`config.mk`:
```
export PLATFORM = sky130hd
export DESIGN_NAME = pmr_result_regs
export DESIGN_NICKNAME = d
export VERILOG_FILES = /design/src/shared/pmr_pkg.sv /design/src/hdl/pmr_result_regs.sv /design/src/hdl/pmr_i2c_slave.sv
export SDC_FILE = /design/constraint.sdc
export NUM_CORES = 1
export LEC_CHECK = 0
export BUFFER_PORTS_ARGS = -buffer_cell sky130_fd_sc_hd__buf_4
export CORE_ASPECT_RATIO = 0.5
export CORE_UTILIZATION = 35
export DETAILED_ROUTE_END_ITERATION = 10
export GPL_TIMING_DRIVEN = 0
export HOLD_SLACK_MARGIN = 0.05
export PLACE_DENSITY = 0.63
export SKIP_CTS_REPAIR_TIMING = 1
export SYNTH_ARGS = -nofsm -noshare
export SYNTH_HDL_FRONTEND = slang
export SYNTH_SLANG_ARGS = --single-unit
```
`constraint.sdc`:
```
create_clock -name i_clk -period 4.4 [get_ports i_clk]
set_input_delay 0.66 -clock i_clk [delete_from_list [all_inputs] [get_ports i_clk]]
set_output_delay 0.66 -clock i_clk [all_outputs]
set_load 0.03 [all_outputs]
```
`src/shared/pmr_pkg.sv`:
```
// register map, field positions and reset values of the power monitor result bank
// What this block does
// - 15-bit scale constant, resets 1000h, feeds current
// - reserved register bits read zero, except diagnostic bit 0, which reads 1
// - 14-bit drift coefficient, 1 ppm/C, resets zero
// - drift correction referenced to +25 C
// - shunt voltage: 20-bit signed in bits 23-4
// - bus voltage: 20-bit signed, never negative
// - die temperature: 16-bit signed, 7.8125 mC/LSB
// - current: signed amperes in bits 23-4
// - power: 24-bit unsigned watts, read only
// - energy: 40-bit unsigned joules, read only
// - charge: 40-bit signed coulombs, read only
// - transparent mode: alert idles when fault clears
// - latched mode: alert holds until diagnostic read
// - enable bit routes conversion-ready flag to alert
// - select averaged or raw sample for comparison
package pmr_pkg;
   // serial address, arbitrary default
   localparam logic [6:0]  DEV_ADDR     = 7'h40;
   // register pointers
   localparam logic [7:0]  OFS_SCALE    = 8'h02;
   localparam logic [7:0]  OFS_DRIFT    = 8'h03;
   localparam logic [7:0]  OFS_SHUNT    = 8'h04;
   localparam logic [7:0]  OFS_BUS      = 8'h05;
   localparam logic [7:0]  OFS_TEMP     = 8'h06;
   localparam logic [7:0]  OFS_CURRENT  = 8'h07;
   localparam logic [7:0]  OFS_POWER    = 8'h08;
   localparam logic [7:0]  OFS_ENERGY   = 8'h09;
   localparam logic [7:0]  OFS_CHARGE   = 8'h0A;
   localparam logic [7:0]  OFS_DIAG     = 8'h0B;
   // reset values
   localparam logic [14:0] SCALE_RST    = 15'h1000;
   localparam logic [13:0] DRIFT_RST    = 14'h0000;
   localparam logic [15:0] DIAG_RST     = 16'h0001;
   // diagnostic field positions
   localparam int          BIT_LATCH    = 15;
   localparam int          BIT_CONVERSION_DONE_ALERT_ENABLE     = 14;
   localparam int          BIT_SLOW     = 13;
   localparam int          BIT_ALERTF   = 7;
   localparam int          BIT_CNVRF    = 1;
   // +25 C expressed in die temperature LSBs of 7.8125 mC
   localparam logic [15:0] REF_TEMP     = 16'h0C80;
   // serial engine bit count per byte
   localparam logic [3:0]  BITS_PER_BYTE = 4'h8;
endpackage : pmr_pkg

```
`src/hdl/pmr_result_regs.sv`:
```
// power monitor result register bank with alert configuration
`timescale 1ns/100ps
module pmr_result_regs (
   input  wire logic        i_clk,
   input  wire logic        i_nrst,
   input  wire logic        i_scl,
   input  wire logic        i_sda,
   output logic             o_sda_o,
   output logic             o_sda_oe,
   output logic             o_alert_o,
   output logic             o_alert_oe,
   input  wire logic        i_result_valid,
   input  wire logic [19:0] i_shunt_v,
   input  wire logic [19:0] i_bus_v,
   input  wire logic [15:0] i_die_temp,
   input  wire logic [19:0] i_current,
   input  wire logic [23:0] i_power,
   input  wire logic [39:0] i_energy,
   input  wire logic [39:0] i_charge,
   input  wire logic        i_conv_done,
   input  wire logic        i_fault_sample,
   input  wire logic        i_fault_avg,
   output logic [14:0]      o_shunt_scale_constant,
   output logic [13:0]      o_shunt_drift_coefficient,
   output logic [16:0]      o_drift_temp_delta,
   output logic             o_averaged_compare_select,
   output logic             o_alert_flag
);
   logic [14:0] scale_r;
   logic [13:0] drift_r;
   logic        latch_r;
   logic        conversion_done_alert_enable_r;
   logic        slow_r;
   logic        alert_flag_r;
   logic        alert_flag_nxt;
   logic        cnvrf_r;
   logic        alert_pin_r;
   logic [19:0] shunt_v_r;
   logic [19:0] bus_v_r;
   logic [15:0] die_temp_r;
   logic [19:0] current_r;
   logic [23:0] power_r;
   logic [39:0] energy_r;
   logic [39:0] charge_r;
   logic [16:0] delta_r;
   logic [7:0]  ptr_r;
   logic [7:0]  hi_byte_r;
   logic        wr_phase_r;
   logic [39:0] tx_buf_r;
   logic        rd_start;
   logic        rd_next;
   logic        rx_valid;
   logic        rx_ptr;
   logic [7:0]  rx_byte;
   logic        wr_commit;
   logic [15:0] wr_word;
   logic        diag_rd;
   logic        fault_src;

   // readback value, left aligned so the first byte sent is always bits 39-32
   function automatic logic [39:0] pmr_read_word(input logic [7:0] ptr);
      logic [39:0] v;
      v = 40'h00_0000_0000;
      unique case (ptr)
         pmr_pkg::OFS_SCALE:   v = {1'b0, scale_r, 24'h00_0000};
         pmr_pkg::OFS_DRIFT:   v = {2'h0, drift_r, 24'h00_0000};
         pmr_pkg::OFS_SHUNT:   v = {shunt_v_r, 4'h0, 16'h0000};
         pmr_pkg::OFS_BUS:     v = {bus_v_r, 4'h0, 16'h0000};
         pmr_pkg::OFS_TEMP:    v = {die_temp_r, 24'h00_0000};
         pmr_pkg::OFS_CURRENT: v = {current_r, 4'h0, 16'h0000};
         pmr_pkg::OFS_POWER:   v = {power_r, 16'h0000};
         pmr_pkg::OFS_ENERGY:  v = energy_r;
         pmr_pkg::OFS_CHARGE:  v = charge_r;
         pmr_pkg::OFS_DIAG: begin
            v[39:24]                  = 16'h0000;
            v[24 + pmr_pkg::BIT_LATCH]  = latch_r;
            v[24 + pmr_pkg::BIT_CONVERSION_DONE_ALERT_ENABLE]   = conversion_done_alert_enable_r;
            v[24 + pmr_pkg::BIT_SLOW]   = slow_r;
            v[24 + pmr_pkg::BIT_ALERTF] = alert_flag_r;
            v[24 + pmr_pkg::BIT_CNVRF]  = cnvrf_r;
            v[24]                     = pmr_pkg::DIAG_RST[0];
         end
         default:              v = 40'h00_0000_0000;
      endcase
      return v;
   endfunction : pmr_read_word

   pmr_i2c_slave u_serial (
      .i_clk      (i_clk),
      .i_nrst     (i_nrst),
      .i_scl      (i_scl),
      .i_sda      (i_sda),
      .o_sda_oe   (o_sda_oe),
      .o_rd_start (rd_start),
      .o_rd_next  (rd_next),
      .i_tx_byte  (tx_buf_r[39:32]),
      .o_rx_valid (rx_valid),
      .o_rx_ptr   (rx_ptr),
      .o_rx_byte  (rx_byte)
   );

   // open drain: only ever pulls low
   assign o_sda_o   = 1'b0;
   assign o_alert_o = 1'b0;

   // write decode; a word commits on its low byte
   assign wr_commit = rx_valid & ~rx_ptr & wr_phase_r;
   assign wr_word   = {hi_byte_r, rx_byte};
   assign diag_rd   = rd_start & (ptr_r == pmr_pkg::OFS_DIAG);

   // pointer and byte pairing
   always_ff @(posedge i_clk or negedge i_nrst) begin
      if (!i_nrst) begin
         ptr_r      <= 8'h00;
         hi_byte_r  <= 8'h00;
         wr_phase_r <= 1'b0;
      end else if (rx_valid && rx_ptr) begin
         ptr_r      <= rx_byte;
         wr_phase_r <= 1'b0;
      end else if (rx_valid) begin
         hi_byte_r  <= rx_byte;
         wr_phase_r <= ~wr_phase_r;
      end
   end

   // writable fields; reserved upper bits are dropped on the way in
   always_ff @(posedge i_clk or negedge i_nrst) begin
      if (!i_nrst) begin
         scale_r <= pmr_pkg::SCALE_RST;
         drift_r <= pmr_pkg::DRIFT_RST;
         latch_r <= pmr_pkg::DIAG_RST[pmr_pkg::BIT_LATCH];
         conversion_done_alert_enable_r  <= pmr_pkg::DIAG_RST[pmr_pkg::BIT_CONVERSION_DONE_ALERT_ENABLE];
         slow_r  <= pmr_pkg::DIAG_RST[pmr_pkg::BIT_SLOW];
      end else if (wr_commit) begin
         if (ptr_r == pmr_pkg::OFS_SCALE) begin
            scale_r <= wr_word[14:0];
         end
         if (ptr_r == pmr_pkg::OFS_DRIFT) begin
            drift_r <= wr_word[13:0];
         end
         if (ptr_r == pmr_pkg::OFS_DIAG) begin
            latch_r <= wr_word[pmr_pkg::BIT_LATCH];
            conversion_done_alert_enable_r  <= wr_word[pmr_pkg::BIT_CONVERSION_DONE_ALERT_ENABLE];
            slow_r  <= wr_word[pmr_pkg::BIT_SLOW];
         end
      end
   end

   // all results load together so no register mixes two conversions
   always_ff @(posedge i_clk or negedge i_nrst) begin
      if (!i_nrst) begin
         shunt_v_r  <= 20'h0_0000;
         bus_v_r    <= 20'h0_0000;
         die_temp_r <= 16'h0000;
         current_r  <= 20'h0_0000;
         power_r    <= 24'h00_0000;
         energy_r   <= 40'h00_0000_0000;
         charge_r   <= 40'h00_0000_0000;
      end else if (i_result_valid) begin
         shunt_v_r  <= i_shunt_v;
         bus_v_r    <= i_bus_v;
         die_temp_r <= i_die_temp;
         current_r  <= i_current;
         power_r    <= i_power;
         energy_r   <= i_energy;
         charge_r   <= i_charge;
      end
   end

   // temperature offset from +25 C for the shunt drift correction
   always_ff @(posedge i_clk or negedge i_nrst) begin
      if (!i_nrst) begin
         delta_r <= 17'h0_0000;
      end else begin
         delta_r <= 17'({die_temp_r[15], die_temp_r} - {1'b0, pmr_pkg::REF_TEMP});
      end
   end

   // snapshot taken once per read; later updates cannot tear the bytes
   // bytes past the last defined one shift in as zero
   always_ff @(posedge i_clk or negedge i_nrst) begin
      if (!i_nrst) begin
         tx_buf_r <= 40'h00_0000_0000;
      end else if (rd_start) begin
         tx_buf_r <= pmr_read_word(ptr_r);
      end else if (rd_next) begin
         tx_buf_r <= {tx_buf_r[31:0], 8'h00};
      end
   end

   // comparison source and alert flag; a new fault wins over a read clear
   always_comb begin
      fault_src = slow_r ? i_fault_avg : i_fault_sample;
      if (latch_r) begin
         alert_flag_nxt = fault_src | (alert_flag_r & ~diag_rd);
      end else begin
         alert_flag_nxt = fault_src;
      end
   end

   // flags and pin drive
   always_ff @(posedge i_clk or negedge i_nrst) begin
      if (!i_nrst) begin
         alert_flag_r <= 1'b0;
         cnvrf_r      <= 1'b0;
         alert_pin_r  <= 1'b0;
      end else begin
         alert_flag_r <= alert_flag_nxt;
         cnvrf_r      <= i_conv_done | (cnvrf_r & ~diag_rd);
         alert_pin_r  <= alert_flag_r | (conversion_done_alert_enable_r & cnvrf_r);
      end
   end

   assign o_shunt_scale_constant    = scale_r;
   assign o_shunt_drift_coefficient = drift_r;
   assign o_drift_temp_delta        = delta_r;
   assign o_averaged_compare_select = slow_r;
   assign o_alert_flag              = alert_flag_r;
   assign o_alert_oe                = alert_pin_r;
endmodule : pmr_result_regs

```
`src/hdl/pmr_i2c_slave.sv`:
```
// serial management slave: byte engine feeding the register bank
`timescale 1ns/100ps
module pmr_i2c_slave (
   input  wire logic       i_clk,
   input  wire logic       i_nrst,
   input  wire logic       i_scl,
   input  wire logic       i_sda,
   output logic            o_sda_oe,
   output logic            o_rd_start,
   output logic            o_rd_next,
   input  wire logic [7:0] i_tx_byte,
   output logic            o_rx_valid,
   output logic            o_rx_ptr,
   output logic [7:0]      o_rx_byte
);
   typedef enum logic [6:0] {
      st_idle = 7'b0000001,
      st_addr = 7'b0000010,
      st_aack = 7'b0000100,
      st_rx   = 7'b0001000,
      st_rack = 7'b0010000,
      st_tx   = 7'b0100000,
      st_tack = 7'b1000000
   } pmr_i2c_state_t;

   pmr_i2c_state_t state_r;
   logic [2:0]     scl_sync_r;
   logic [2:0]     sda_sync_r;
   logic [7:0]     sh_r;
   logic [3:0]     cnt_r;
   logic           rw_r;
   logic           first_r;
   logic           scl_rise;
   logic           scl_fall;
   logic           start_cond;
   logic           stop_cond;
   logic           sda_in;

   // two flops before use; stage 3 only serves edge detection
   always_ff @(posedge i_clk or negedge i_nrst) begin
      if (!i_nrst) begin
         scl_sync_r <= 3'h7;
         sda_sync_r <= 3'h7;
      end else begin
         scl_sync_r <= {scl_sync_r[1:0], i_scl};
         sda_sync_r <= {sda_sync_r[1:0], i_sda};
      end
   end

   // bus conditions from the synchronised levels
   assign sda_in     = sda_sync_r[1];
   assign scl_rise   = scl_sync_r[1] & ~scl_sync_r[2];
   assign scl_fall   = ~scl_sync_r[1] & scl_sync_r[2];
   assign start_cond = scl_sync_r[1] & scl_sync_r[2] & sda_sync_r[2] & ~sda_sync_r[1];
   assign stop_cond  = scl_sync_r[1] & scl_sync_r[2] & ~sda_sync_r[2] & sda_sync_r[1];

   // byte engine; data only changes after scl falls so setup is met
   always_ff @(posedge i_clk or negedge i_nrst) begin
      if (!i_nrst) begin
         state_r    <= st_idle;
         sh_r       <= 8'h00;
         cnt_r      <= 4'h0;
         rw_r       <= 1'b0;
         first_r    <= 1'b0;
         o_sda_oe   <= 1'b0;
         o_rd_start <= 1'b0;
         o_rd_next  <= 1'b0;
         o_rx_valid <= 1'b0;
         o_rx_ptr   <= 1'b0;
         o_rx_byte  <= 8'h00;
      end else begin
         o_rd_start <= 1'b0;
         o_rd_next  <= 1'b0;
         o_rx_valid <= 1'b0;
         if (start_cond) begin
            state_r  <= st_addr;
            cnt_r    <= 4'h0;
            first_r  <= 1'b1;
            o_sda_oe <= 1'b0;
         end else if (stop_cond) begin
            state_r  <= st_idle;
            o_sda_oe <= 1'b0;
         end else begin
            unique case (state_r)
               st_idle: begin
               end
               st_addr, st_rx: begin
                  if (scl_rise) begin
                     sh_r  <= {sh_r[6:0], sda_in};
                     cnt_r <= 4'(cnt_r + 4'h1);
                  end else if (scl_fall && cnt_r == pmr_pkg::BITS_PER_BYTE) begin
                     cnt_r <= 4'h0;
                     if (state_r == st_rx) begin
                        o_sda_oe   <= 1'b1;
                        o_rx_valid <= 1'b1;
                        o_rx_ptr   <= first_r;
                        o_rx_byte  <= sh_r;
                        first_r    <= 1'b0;
                        state_r    <= st_rack;
                     end else if (sh_r[7:1] == pmr_pkg::DEV_ADDR) begin
                        o_sda_oe   <= 1'b1;
                        rw_r       <= sh_r[0];
                        o_rd_start <= sh_r[0];
                        state_r    <= st_aack;
                     end else begin
                        state_r <= st_idle;
                     end
                  end
               end
               st_aack: begin
                  if (scl_fall) begin
                     cnt_r <= 4'h0;
                     if (rw_r) begin
                        sh_r     <= i_tx_byte;
                        o_sda_oe <= ~i_tx_byte[7];
                        state_r  <= st_tx;
                     end else begin
                        o_sda_oe <= 1'b0;
                        state_r  <= st_rx;
                     end
                  end
               end
               st_rack: begin
                  if (scl_fall) begin
                     o_sda_oe <= 1'b0;
                     state_r  <= st_rx;
                  end
               end
               st_tx: begin
                  if (scl_rise) begin
                     cnt_r <= 4'(cnt_r + 4'h1);
                  end else if (scl_fall) begin
                     if (cnt_r == pmr_pkg::BITS_PER_BYTE) begin
                        o_sda_oe <= 1'b0;
                        state_r  <= st_tack;
                     end else begin
                        sh_r     <= {sh_r[6:0], 1'b0};
                        o_sda_oe <= ~sh_r[6];
                     end
                  end
               end
               st_tack: begin
                  // advance on ack at the rise so the next byte is ready by the fall
                  if (scl_rise) begin
                     if (!sda_in) begin
                        o_rd_next <= 1'b1;
                     end else begin
                        state_r <= st_idle;
                     end
                  end else if (scl_fall) begin
                     sh_r     <= i_tx_byte;
                     o_sda_oe <= ~i_tx_byte[7];
                     cnt_r    <= 4'h0;
                     state_r  <= st_tx;
                  end
               end
               default: begin
                  state_r  <= st_idle;
                  o_sda_oe <= 1'b0;
               end
            endcase
         end
      end
   end
endmodule : pmr_i2c_slave

```
# --- After elaboration in Yosys (flattened, before gate mapping) ---
# Cells that the tools add are included.
totals:
  reg_bits: 329
  input_bits: 188
  out_inout_bits: 52
  elab_cells: 211
classes:
  n_addsub: 2
  eq_ne: 45
  n_mux: 80
  bitwise: 30
  reduce_logical: 21
op_table:
  columns: ["operator", "count"]
  rows:
  - ["$pmux W16 S10", 1]
  - ["$pmux W24 S6", 1]
  - ["$mux W7", 13]
  - ["$mux W40", 2]
  - ["$mux W8", 8]
  - ["$mux W1", 42]
  - ["$pmux W7 S6", 1]
  - ["$eq A8 B3 Y1 const B", 4]
  - ["$eq A8 B4 Y1 const B", 4]
  - ["$pmux W8 S4", 1]
  - ["$mux W4", 7]
  - ["$ne A4 B1 Y1 const B", 7]
  - ["$reduce_and A10 Y1", 2]
  - ["$sub A16 B13 Y17 const B", 1]
  - ["$eq A8 B2 Y1 const B", 2]
  - ["$pmux W4 S4", 1]
  - ["$eq A7 B7 Y1 const B", 2]
  - ["$not A1 Y1", 14]
  - ["$and A1 B1 Y1", 13]
  - ["$ne A2 B1 Y1 const B", 6]
  - ["$ne A4 B4 Y1 const B", 3]
  - ["$reduce_and A11 Y1", 1]
  - ["$ne A5 B1 Y1 const B", 2]
  - ["$reduce_and A5 Y1", 2]
  - ["other kinds (24)", 38]

# --- Longest topological paths before layout ---
# Gate-level depths: netlist (run 1).
logic_depth:
  word_depth: 8
  ltp_mapped: 9
  ltp_nobuf: 7

# --- Cells and area by module ---
# From an unflattened synthesis (run 1), not the netlist that was laid out.
hier_totals:
  cells_unflattened: 1195
  area_unflattened_um2: 14870.5
modules_own_cells:
  columns: ["module", "n_inst", "cells_each", "area_each_um2", "seq_area_each_um2"]
  rows:
  - ["pmr_result_regs", 1, 993, 12705.9, 7233.2]
  - ["pmr_i2c_slave", 1, 202, 2164.6, 1009.7]

# --- Least setup slack after synthesis (run 1) ---
# Ideal clock, no wire load.
synth_timing:
  kind: "register to register"
  from: "register u_serial.state_r[5]"
  to: "register u_serial.state_r[3]"
  setup_ns: 0.125
  arrival_ns: 2.211
  required_ns: 4.275
  setup_slack_ns: 2.065
  path_stages_with_launch: 7
  path_buffers: 1
  period_less_slack_ns: 2.335
  cell_sequence: "dfrtp_1 -> buf_6 -> or4_4 -> or4_1 -> o211a_2 -> o2111ai_4 -> mux2_2"
synth_via:
  elab_chain_len: 5
  elab_cells_between_ends: 22
  cone_classes: "eq/ne (17); mux (3); reduce/logical (2)"
synth_rtl:
  columns: ["item", "line", "source"]
  rows:
  - ["start: declaration", "pmr_i2c_slave.sv:26", "pmr_i2c_state_t state_r;"]
  - ["start signal: assignment", "pmr_i2c_slave.sv:60", "state_r <= st_idle;"]
  - ["start signal: assignment", "pmr_i2c_slave.sv:76", "state_r <= st_addr;"]
  - ["start signal: assignment", "pmr_i2c_slave.sv:81", "state_r <= st_idle;"]
  - ["$eq A7 B2 Y1 or $eq A7 B4 Y1 (tied branches)", "pmr_i2c_slave.sv:84, pmr_i2c_slave.sv:93", null]
  - ["$reduce_or A2 Y1", "pmr_i2c_slave.sv:84", "unique case (state_r)"]
  - ["$pmux W7 S6", "pmr_i2c_slave.sv:84", null]
  - ["$mux W7", "pmr_i2c_slave.sv:80", "end else if (stop_cond) begin"]
  - ["$mux W7", "pmr_i2c_slave.sv:75", "if (start_cond) begin"]
# Parallel ways exist; a longest one is shown, timed or not.
# A chain may end at the register's enable or synchronous reset.

# --- Final worst setup path (run 1) ---
layout_timing:
  from: "register ptr_r[0]"
  to: "register tx_buf_r[28]"
layout_via:
  elab_chain_len: 3
  elab_cells_between_ends: 12
  cone_classes: "eq/ne (10); mux (2)"
layout_rtl:
  columns: ["item", "line", "source"]
  rows:
  - ["start: declaration", "pmr_result_regs.sv:46", "logic [7:0] ptr_r;"]
  - ["start signal: assignment", "pmr_result_regs.sv:118", "ptr_r <= rx_byte;"]
  - ["$eq A8 B4 Y1, or another cell as far along", "pmr_result_regs.sv:64", "unique case (ptr)"]
  - ["$pmux W16 S10 (*)", "pmr_result_regs.sv:64", null]
  - ["$mux W40 (*)", "pmr_result_regs.sv:184", "end else if (rd_start) begin"]
  - ["end signal: assignment", "pmr_result_regs.sv:185", "tx_buf_r <= pmr_read_word(ptr_r);"]
  - ["end signal: assignment", "pmr_result_regs.sv:187", "tx_buf_r <= {tx_buf_r[31:0], 8'h00};"]
  - ["end: declaration", "pmr_result_regs.sv:49", "logic [39:0] tx_buf_r;"]
# Every way passes the cells marked *; elsewhere a longest branch is shown, timed or not.

==> impl_metrics.yaml, run 1 <==
clock_network:
  h-tree-depth: 2
  cts_tree: "done"
  cts.path.max_buffers: 3
  cts_root_buf: "sky130_fd_sc_hd__clkbuf_16"
  tritoncts_buffer_count: 34
  clk_pin_slew_worst_paths_ns: 0.06
  cts.sinks: 329
  clock_insertion_delay_worst_skew_ns: 0.53
drt:
  firstDrtPassIters: 5
  drtIter0Drc: 967
  post_drt_via_cell_ratio: 5.33
  routed_wire_length_per_instance_um: 22.6
  detailroute.via_count: 10825
  drc: 0
  wirelength_um: 45900
  ant_nets: 0
synthesis:
  number_of_instances_in_the_synthesized_netlist: 1162
  synthArstFlopShare: 1.00
  synth_edf_count: 0
  synth.mux.area_fraction: 0.222
  yosys.cell_types.count: 75
  dominant_synthesized_flop_cell: "sky130_fd_sc_hd__dfrtp_1"
  post-synth-top-area-cell: "sky130_fd_sc_hd__dfrtp_1"
  post_synth_design_cell_area_um2: 14800
  yosysTopAreaCellShare: 0.543
  yosys.area_share.xor_xnor: 0.00651
  synth-warning-count: 0
  synthSimpleGateAreaFrac: 0.0707
  yosys.area_share.adder: 0.00254
  synth-seq-cells: 329
  yosys-top-cells-area: "sky130_fd_sc_hd__dfrtp_1 (54%), sky130_fd_sc_hd__mux2_2 (20%), sky130_fd_sc_hd__a22oi_1 (1.9%), sky130_fd_sc_hd__nand2_1 (1.7%), sky130_fd_sc_hd__mux2i_1 (1.7%)"
  synth_top_family_by_area: "multiplexers"
  postSynthAreaPerCell_um2: 12.7
  synth-compound-area-share: 0.112
  synth.yosys.seq_area_share: 0.557
setup_path:
  timing.critical_path.arrival_ns: 3.75
  reg2reg_setup_slack_ns: 1.10
  worst_r2r_startpoint: "ptr_r[0]"
  worstSetupStartpointType: "flip-flop"
  path_class: "flip-flop to flip-flop"
  crit_fanout: 10
  timing.rr.end: "tx_buf_r[28]"
  timing.reg2reg.worst_path_depth: 9
  worst_ep_required_time_ns: 4.85
  timing.critical_path.to_type: "flip-flop"
power:
  worst_ir_drop_vdd_mv: 0.197
  share_clk_of_total_power: 0.418
  power_frac_seq: 0.480
  power.share.switching: 0.237
  internal-power_uw: 5340
  total_switching_power_uw: 1660
  power_uw: 7000
  pwr-share-comb: 0.102
  power.static_leakage_uw: 0.00811
  power_density_nw_per_um2: 378
hold_path:
  hp-class: "primary input to asynchronous set/reset pin"
floorplanning:
  floorplan.rows: 52
  die_w_um: 293
  die_h_um: 147
  initial_utilization: 0.361
  fp.dieArea_um2: 43200
  io_pins: 240
  placeableCoreArea_um2: 41100
layout:
  multiInputGateArea_um2: 6130
  fillers: 3839
  area.sequential_um2: 8240
  post_route_cells_drive_above_1_share: 0.408
  flow.area_growth_from_synthesis_pct: 25.1
  stdcell_count: 2030
  finish.net_count: 1629
placement:
  gp_routability_congestion: 0.920
  detailed_place_hpwl_um: 35000
  place.port_buffers: 236
  numPlacedInstances: 1969
global_routing:
  grt_antenna_before_repair: 2
  first_pass_grt_wire_length_um: 69500
  maximum_number_of_pins_on_one_net_before_global_route_repair: 98
  first_global_vias: 10947
  global_route_usage_sum: 0.214
  grt-ovfl-total: 0
timing:
  worst_pin_slew_ns: 1.00
  timing_hold_violations_final: 0
  max_clock_freq_mhz: 303
  slew-limit-headroom: 0.331
  fin_crit_ns: 3.30
  grt_setup_unrepaired: "no"
  final_min_period_over_clock_period: 0.751
  tns_ns: 0
  finalSetupViolations: 0
  finalMaxSlewViolations: 0
  timing.clock.skew_ns: 0.0170
run:
  drv_cap: 0
status:
  outcome: "completed"
[cell usage in the layout, fill, tap and decap left out, types with 12 or more instances in the layout]
cell	n
sky130_fd_sc_hd__a21oi_1	34
sky130_fd_sc_hd__a22o_1	16
sky130_fd_sc_hd__a22oi_1	38
sky130_fd_sc_hd__buf_2	12
sky130_fd_sc_hd__buf_4	238
sky130_fd_sc_hd__clkbuf_1	63
sky130_fd_sc_hd__clkbuf_16	37
sky130_fd_sc_hd__dfrtp_1	321
sky130_fd_sc_hd__inv_1	27
sky130_fd_sc_hd__mux2_2	257
sky130_fd_sc_hd__mux2i_1	25
sky130_fd_sc_hd__nand2_1	68
sky130_fd_sc_hd__nand2b_1	14
sky130_fd_sc_hd__nand3_1	14
sky130_fd_sc_hd__nor2_1	24
sky130_fd_sc_hd__nor3_1	15
sky130_fd_sc_hd__o21ai_0	29
sky130_fd_sc_hd__o22ai_1	24
[power groups by stage]
stage	combinational [uW]	clock [uW]	sequential [uW]
floorplan	340	0	3420
finish	714	2920	3360
detailed placement	719	0	3420
CTS	720	2980	3360
global route	768	3110	3390
global placement	701	0	3410
[per-layer routing]
| metal | wire length [um] | vias to the layer above | track usage |
|---|---|---|---|
| met5 | 0 | - | 0 |
| met4 | 1250 | 0 | 0.0657 |
| met3 | 2450 | 77 | 0.0355 |
| met2 | 21800 | 307 | 0.345 |
| met1 | 20500 | 5608 | 0.297 |
| li1 | - | 4833 | - |
[stage by stage]
step,utilization,hold slack (ns),area [um2],setup slack [ns]
after floorplan,-,0.345,14800,2.06
after global placement,0.421,0.347,17300,-0.496
after detailed placement,0.423,0.348,17400,1.20
after CTS,0.451,0.0639,18500,1.18
after global routing,0.451,0.0871,18500,1.03
final,0.451,0.0644,18500,1.10
[registers in the layout, indices dropped and copies added, names as in the netlist, 14 cells and up]
name                       flops
tx_buf_r                      40
o_drift_temp_delta            17
bus_v_r                       20
energy_r                      40
die_temp_r                    16
shunt_v_r                     20
o_shunt_drift_coefficient     14
o_shunt_scale_constant        15
charge_r                      40
current_r                     20
power_r                       24
[area by class of cell]
type,instances,share of cell area
diodes,1,0.000135
flip-flops and latches,329,0.445
inverters,27,0.00547
clock buffers,52,0.0574
well taps,567,0.0383
repair buffers,239,0.101
clock inverters,8,0.00399
plain buffers,80,0.0180
multi-input cells,727,0.331
[how the worst max path moves through the flow]
stage / start / end / slack, ns / depth (start not counted)
global placement: i_nrst / u_serial.cnt_r[3] / -0.50 / 1
finish: ptr_r[0] / tx_buf_r[28] / 1.10 / 9
global route: ptr_r[0] / tx_buf_r[28] / 1.03 / 9
detailed placement: ptr_r[0] / tx_buf_r[28] / 1.20 / 9
floorplan: u_serial.state_r[5] / u_serial.state_r[3] / 2.06 / 6
CTS: ptr_r[0] / tx_buf_r[28] / 1.18 / 9
[cells by family after synthesis]
family | after synthesis
muxes | 288
and+or+nand+nor | 194
other | 1
AOI/OAI and AO/OA | 229
DFF | 329
adders and majority gates | 3
xor gates and xnor gates | 11
buffers and inverters | 107
[cell usage after synthesis, types with 5 or more instances]
master	count
sky130_fd_sc_hd__a211oi_1	8
sky130_fd_sc_hd__a21o_1	8
sky130_fd_sc_hd__a21oi_1	34
sky130_fd_sc_hd__a221oi_1	8
sky130_fd_sc_hd__a22o_1	16
sky130_fd_sc_hd__a22oi_1	38
sky130_fd_sc_hd__a31oi_1	10
sky130_fd_sc_hd__buf_1	8
sky130_fd_sc_hd__buf_2	12
sky130_fd_sc_hd__clkbuf_1	56
sky130_fd_sc_hd__dfrtp_1	321
sky130_fd_sc_hd__dfstp_2	8
sky130_fd_sc_hd__inv_1	27
sky130_fd_sc_hd__mux2_2	257
sky130_fd_sc_hd__mux2i_1	25
sky130_fd_sc_hd__mux4_2	6
sky130_fd_sc_hd__nand2_1	68
sky130_fd_sc_hd__nand2b_1	14
sky130_fd_sc_hd__nand3_1	14
sky130_fd_sc_hd__nand3b_1	10
sky130_fd_sc_hd__nor2_1	24
sky130_fd_sc_hd__nor2b_1	11
sky130_fd_sc_hd__nor3_1	15
sky130_fd_sc_hd__o21a_1	5
sky130_fd_sc_hd__o21ai_0	29
sky130_fd_sc_hd__o22ai_1	24
sky130_fd_sc_hd__xnor2_1	9
[critical path: stages, from the launching register on]
cell                        delay [ns]
sky130_fd_sc_hd__dfrtp_1          0.32
sky130_fd_sc_hd__buf_2            0.25
sky130_fd_sc_hd__buf_1            0.59
sky130_fd_sc_hd__clkbuf_1         0.62
sky130_fd_sc_hd__buf_2            0.44
sky130_fd_sc_hd__nand3b_1         0.11
sky130_fd_sc_hd__o21ai_0          0.14
sky130_fd_sc_hd__a22oi_1          0.15
sky130_fd_sc_hd__o21ai_0          0.43
sky130_fd_sc_hd__o2bb2ai_1        0.16
Note: power is estimated with default switching activity, not from simulation.
==> run 2: changes to the inputs <==
- clock period: 4.4 -> 3.4 ns (I/O delays scaled with it)
==> run 2 against run 1 <==
  * Global-route usage is the same
  * Cell area about the same
  * Sequential cell count did not move
  * Largest power group unchanged
  * Critical path type unchanged
  * Clock power rose by 29%
  * Die area is the same
  * Sequential share of layout area about the same
  * Combinational power grew 30%
  * Wire length decreased by 0.13%
==> impl_metrics.yaml, run 2 (synthesized netlist as in run 1, its figures left out) <==
placement:
  place.port_buffers: 236
  detailed_place_hpwl_um: 35000
  numPlacedInstances: 1969
  gp_routability_congestion: 0.920
clock_network:
  clock_insertion_delay_worst_skew_ns: 0.53
  tritoncts_buffer_count: 34
  h-tree-depth: 2
  cts_tree: "done"
  clk_pin_slew_worst_paths_ns: 0.07
  cts.path.max_buffers: 3
  cts_root_buf: "sky130_fd_sc_hd__clkbuf_16"
  cts.sinks: 329
drt:
  wirelength_um: 45900
  detailroute.via_count: 10795
  firstDrtPassIters: 5
  ant_nets: 0
  post_drt_via_cell_ratio: 5.32
  routed_wire_length_per_instance_um: 22.6
  drtIter0Drc: 1001
  drc: 0
status:
  outcome: "completed"
setup_path:
  worst_ep_required_time_ns: 3.85
  worstSetupStartpointType: "flip-flop"
  crit_fanout: 10
  cpMaxStageDelayCell: "sky130_fd_sc_hd__nor2b_1"
  worstPathBufferInverterCount: 3
  timing.critical_path.to_type: "flip-flop"
  timing.critical_path.cells: "buf_2, buf_1, nor2b_1, clkbuf_1, a22oi_1, o22ai_1, a211oi_1, a21oi_1"
  path_class: "flip-flop to flip-flop"
  timing.critical_path.arrival_ns: 3.80
  cp_top_family: "buffers and inverters"
  worst_path_largest_cell_delay_ns: 0.72
layout:
  fillers: 3838
  area.sequential_um2: 8240
  flow.area_growth_from_synthesis_pct: 25.2
  multiInputGateArea_um2: 6130
  final_core_util: 0.451
  stdcell_count: 2031
  most_used_cells_in_the_layout_excluding_fill_and_tap_cells: "sky130_fd_sc_hd__dfrtp_1 (321), sky130_fd_sc_hd__mux2_2 (257), sky130_fd_sc_hd__buf_4 (238)"
  finish.net_count: 1630
  largest_registers: "charge_r x40, energy_r x40, tx_buf_r x40"
  post_route_cells_drive_above_1_share: 0.408
  most_common_cell_after_layout_fill_and_taps_aside: "sky130_fd_sc_hd__dfrtp_1"
global_routing:
  grt_antenna_before_repair: 2
  maximum_number_of_pins_on_one_net_before_global_route_repair: 98
  first_global_vias: 10947
  first_pass_grt_wire_length_um: 69500
  grt-ovfl-total: 0
  global_route_usage_sum: 0.214
floorplanning:
  placeableCoreArea_um2: 41100
  floorplan.rows: 52
  io_pins: 240
  initial_utilization: 0.361
  die_h_um: 147
  fp.dieArea_um2: 43200
  die_w_um: 293
power:
  power_density_nw_per_um2: 489
  power_uw: 9060
  power.static_leakage_uw: 0.00811
  worst_ir_drop_vdd_mv: 0.254
hold_path:
  hp-class: "primary input to flip-flop"
timing:
  fin_crit_ns: 3.35
  slew-limit-headroom: 0.324
  finalSetupViolations: 0
  grt_setup_unrepaired: "no"
  final_min_period_over_clock_period: 0.986
  worst_pin_slew_ns: 1.01
  tns_ns: 0
  timing.clock.skew_ns: 0.0185
  max_clock_freq_mhz: 298
  finalMaxSlewViolations: 0
  timing_hold_violations_final: 0
run:
  drv_cap: 0
[run 2: changes by cell type in the layout (fill, tap and decap cells not counted)]
| cell | change |
|---|---|
| sky130_fd_sc_hd__dlygate4sd3_1 | +1 |
[run 2: layout make-up]
cell class | count | area share
sequential | 329 | 0.445
clock inverter | 8 | 0.00398
timing repair buffer | 240 | 0.101
buffer | 80 | 0.0180
antenna | 1 | 0.000135
tap | 567 | 0.0383
inverter | 27 | 0.00547
multi-input combinational | 727 | 0.331
clock buffer | 52 | 0.0573
[run 2: routing by layer]
layer,vias to the layer above,share of wire,GRT usage
li1,4837,-,-
met5,-,0,0
met3,78,0.057,0.0355
met1,5551,0.44,0.297
met4,0,0.027,0.0657
met2,329,0.47,0.345
[run 2: final timing paths]
path,from,endpoint,slack [ns],cells past startpoint
max in group asynchronous,i_nrst,u_serial.scl_sync_r[2],2.03,3
hold reg to reg,u_serial.scl_sync_r[0],u_serial.scl_sync_r[1],0.36,0
setup reg to reg,ptr_r[0],tx_buf_r[38],0.05,8
min in group asynchronous,i_nrst,die_temp_r[2],0.52,2
setup / recovery,ptr_r[0],tx_buf_r[38],0.05,8
hold / removal,i_scl,u_serial.scl_sync_r[0],0.09,1
[run 2: power by group]
group | total, uW | internal (uW) | switching (uW)
Combinational | 925 | 486 | 439
Clock | 3780 | 2240 | 1550
Sequential | 4350 | 4190 | 166
Total | 9060 | 6910 | 2150
[run 2: through the flow]
stage               setup slack (ns)  hold WS, ns  area [um2]
detailed placement             0.203        0.348       17400
CTS                            0.182      -0.0861       18500
global placement               -1.35        0.347       17300
global route                  0.0326       0.0727       18500
finish                        0.0472       0.0913       18500
floorplan                       1.06        0.214       14800
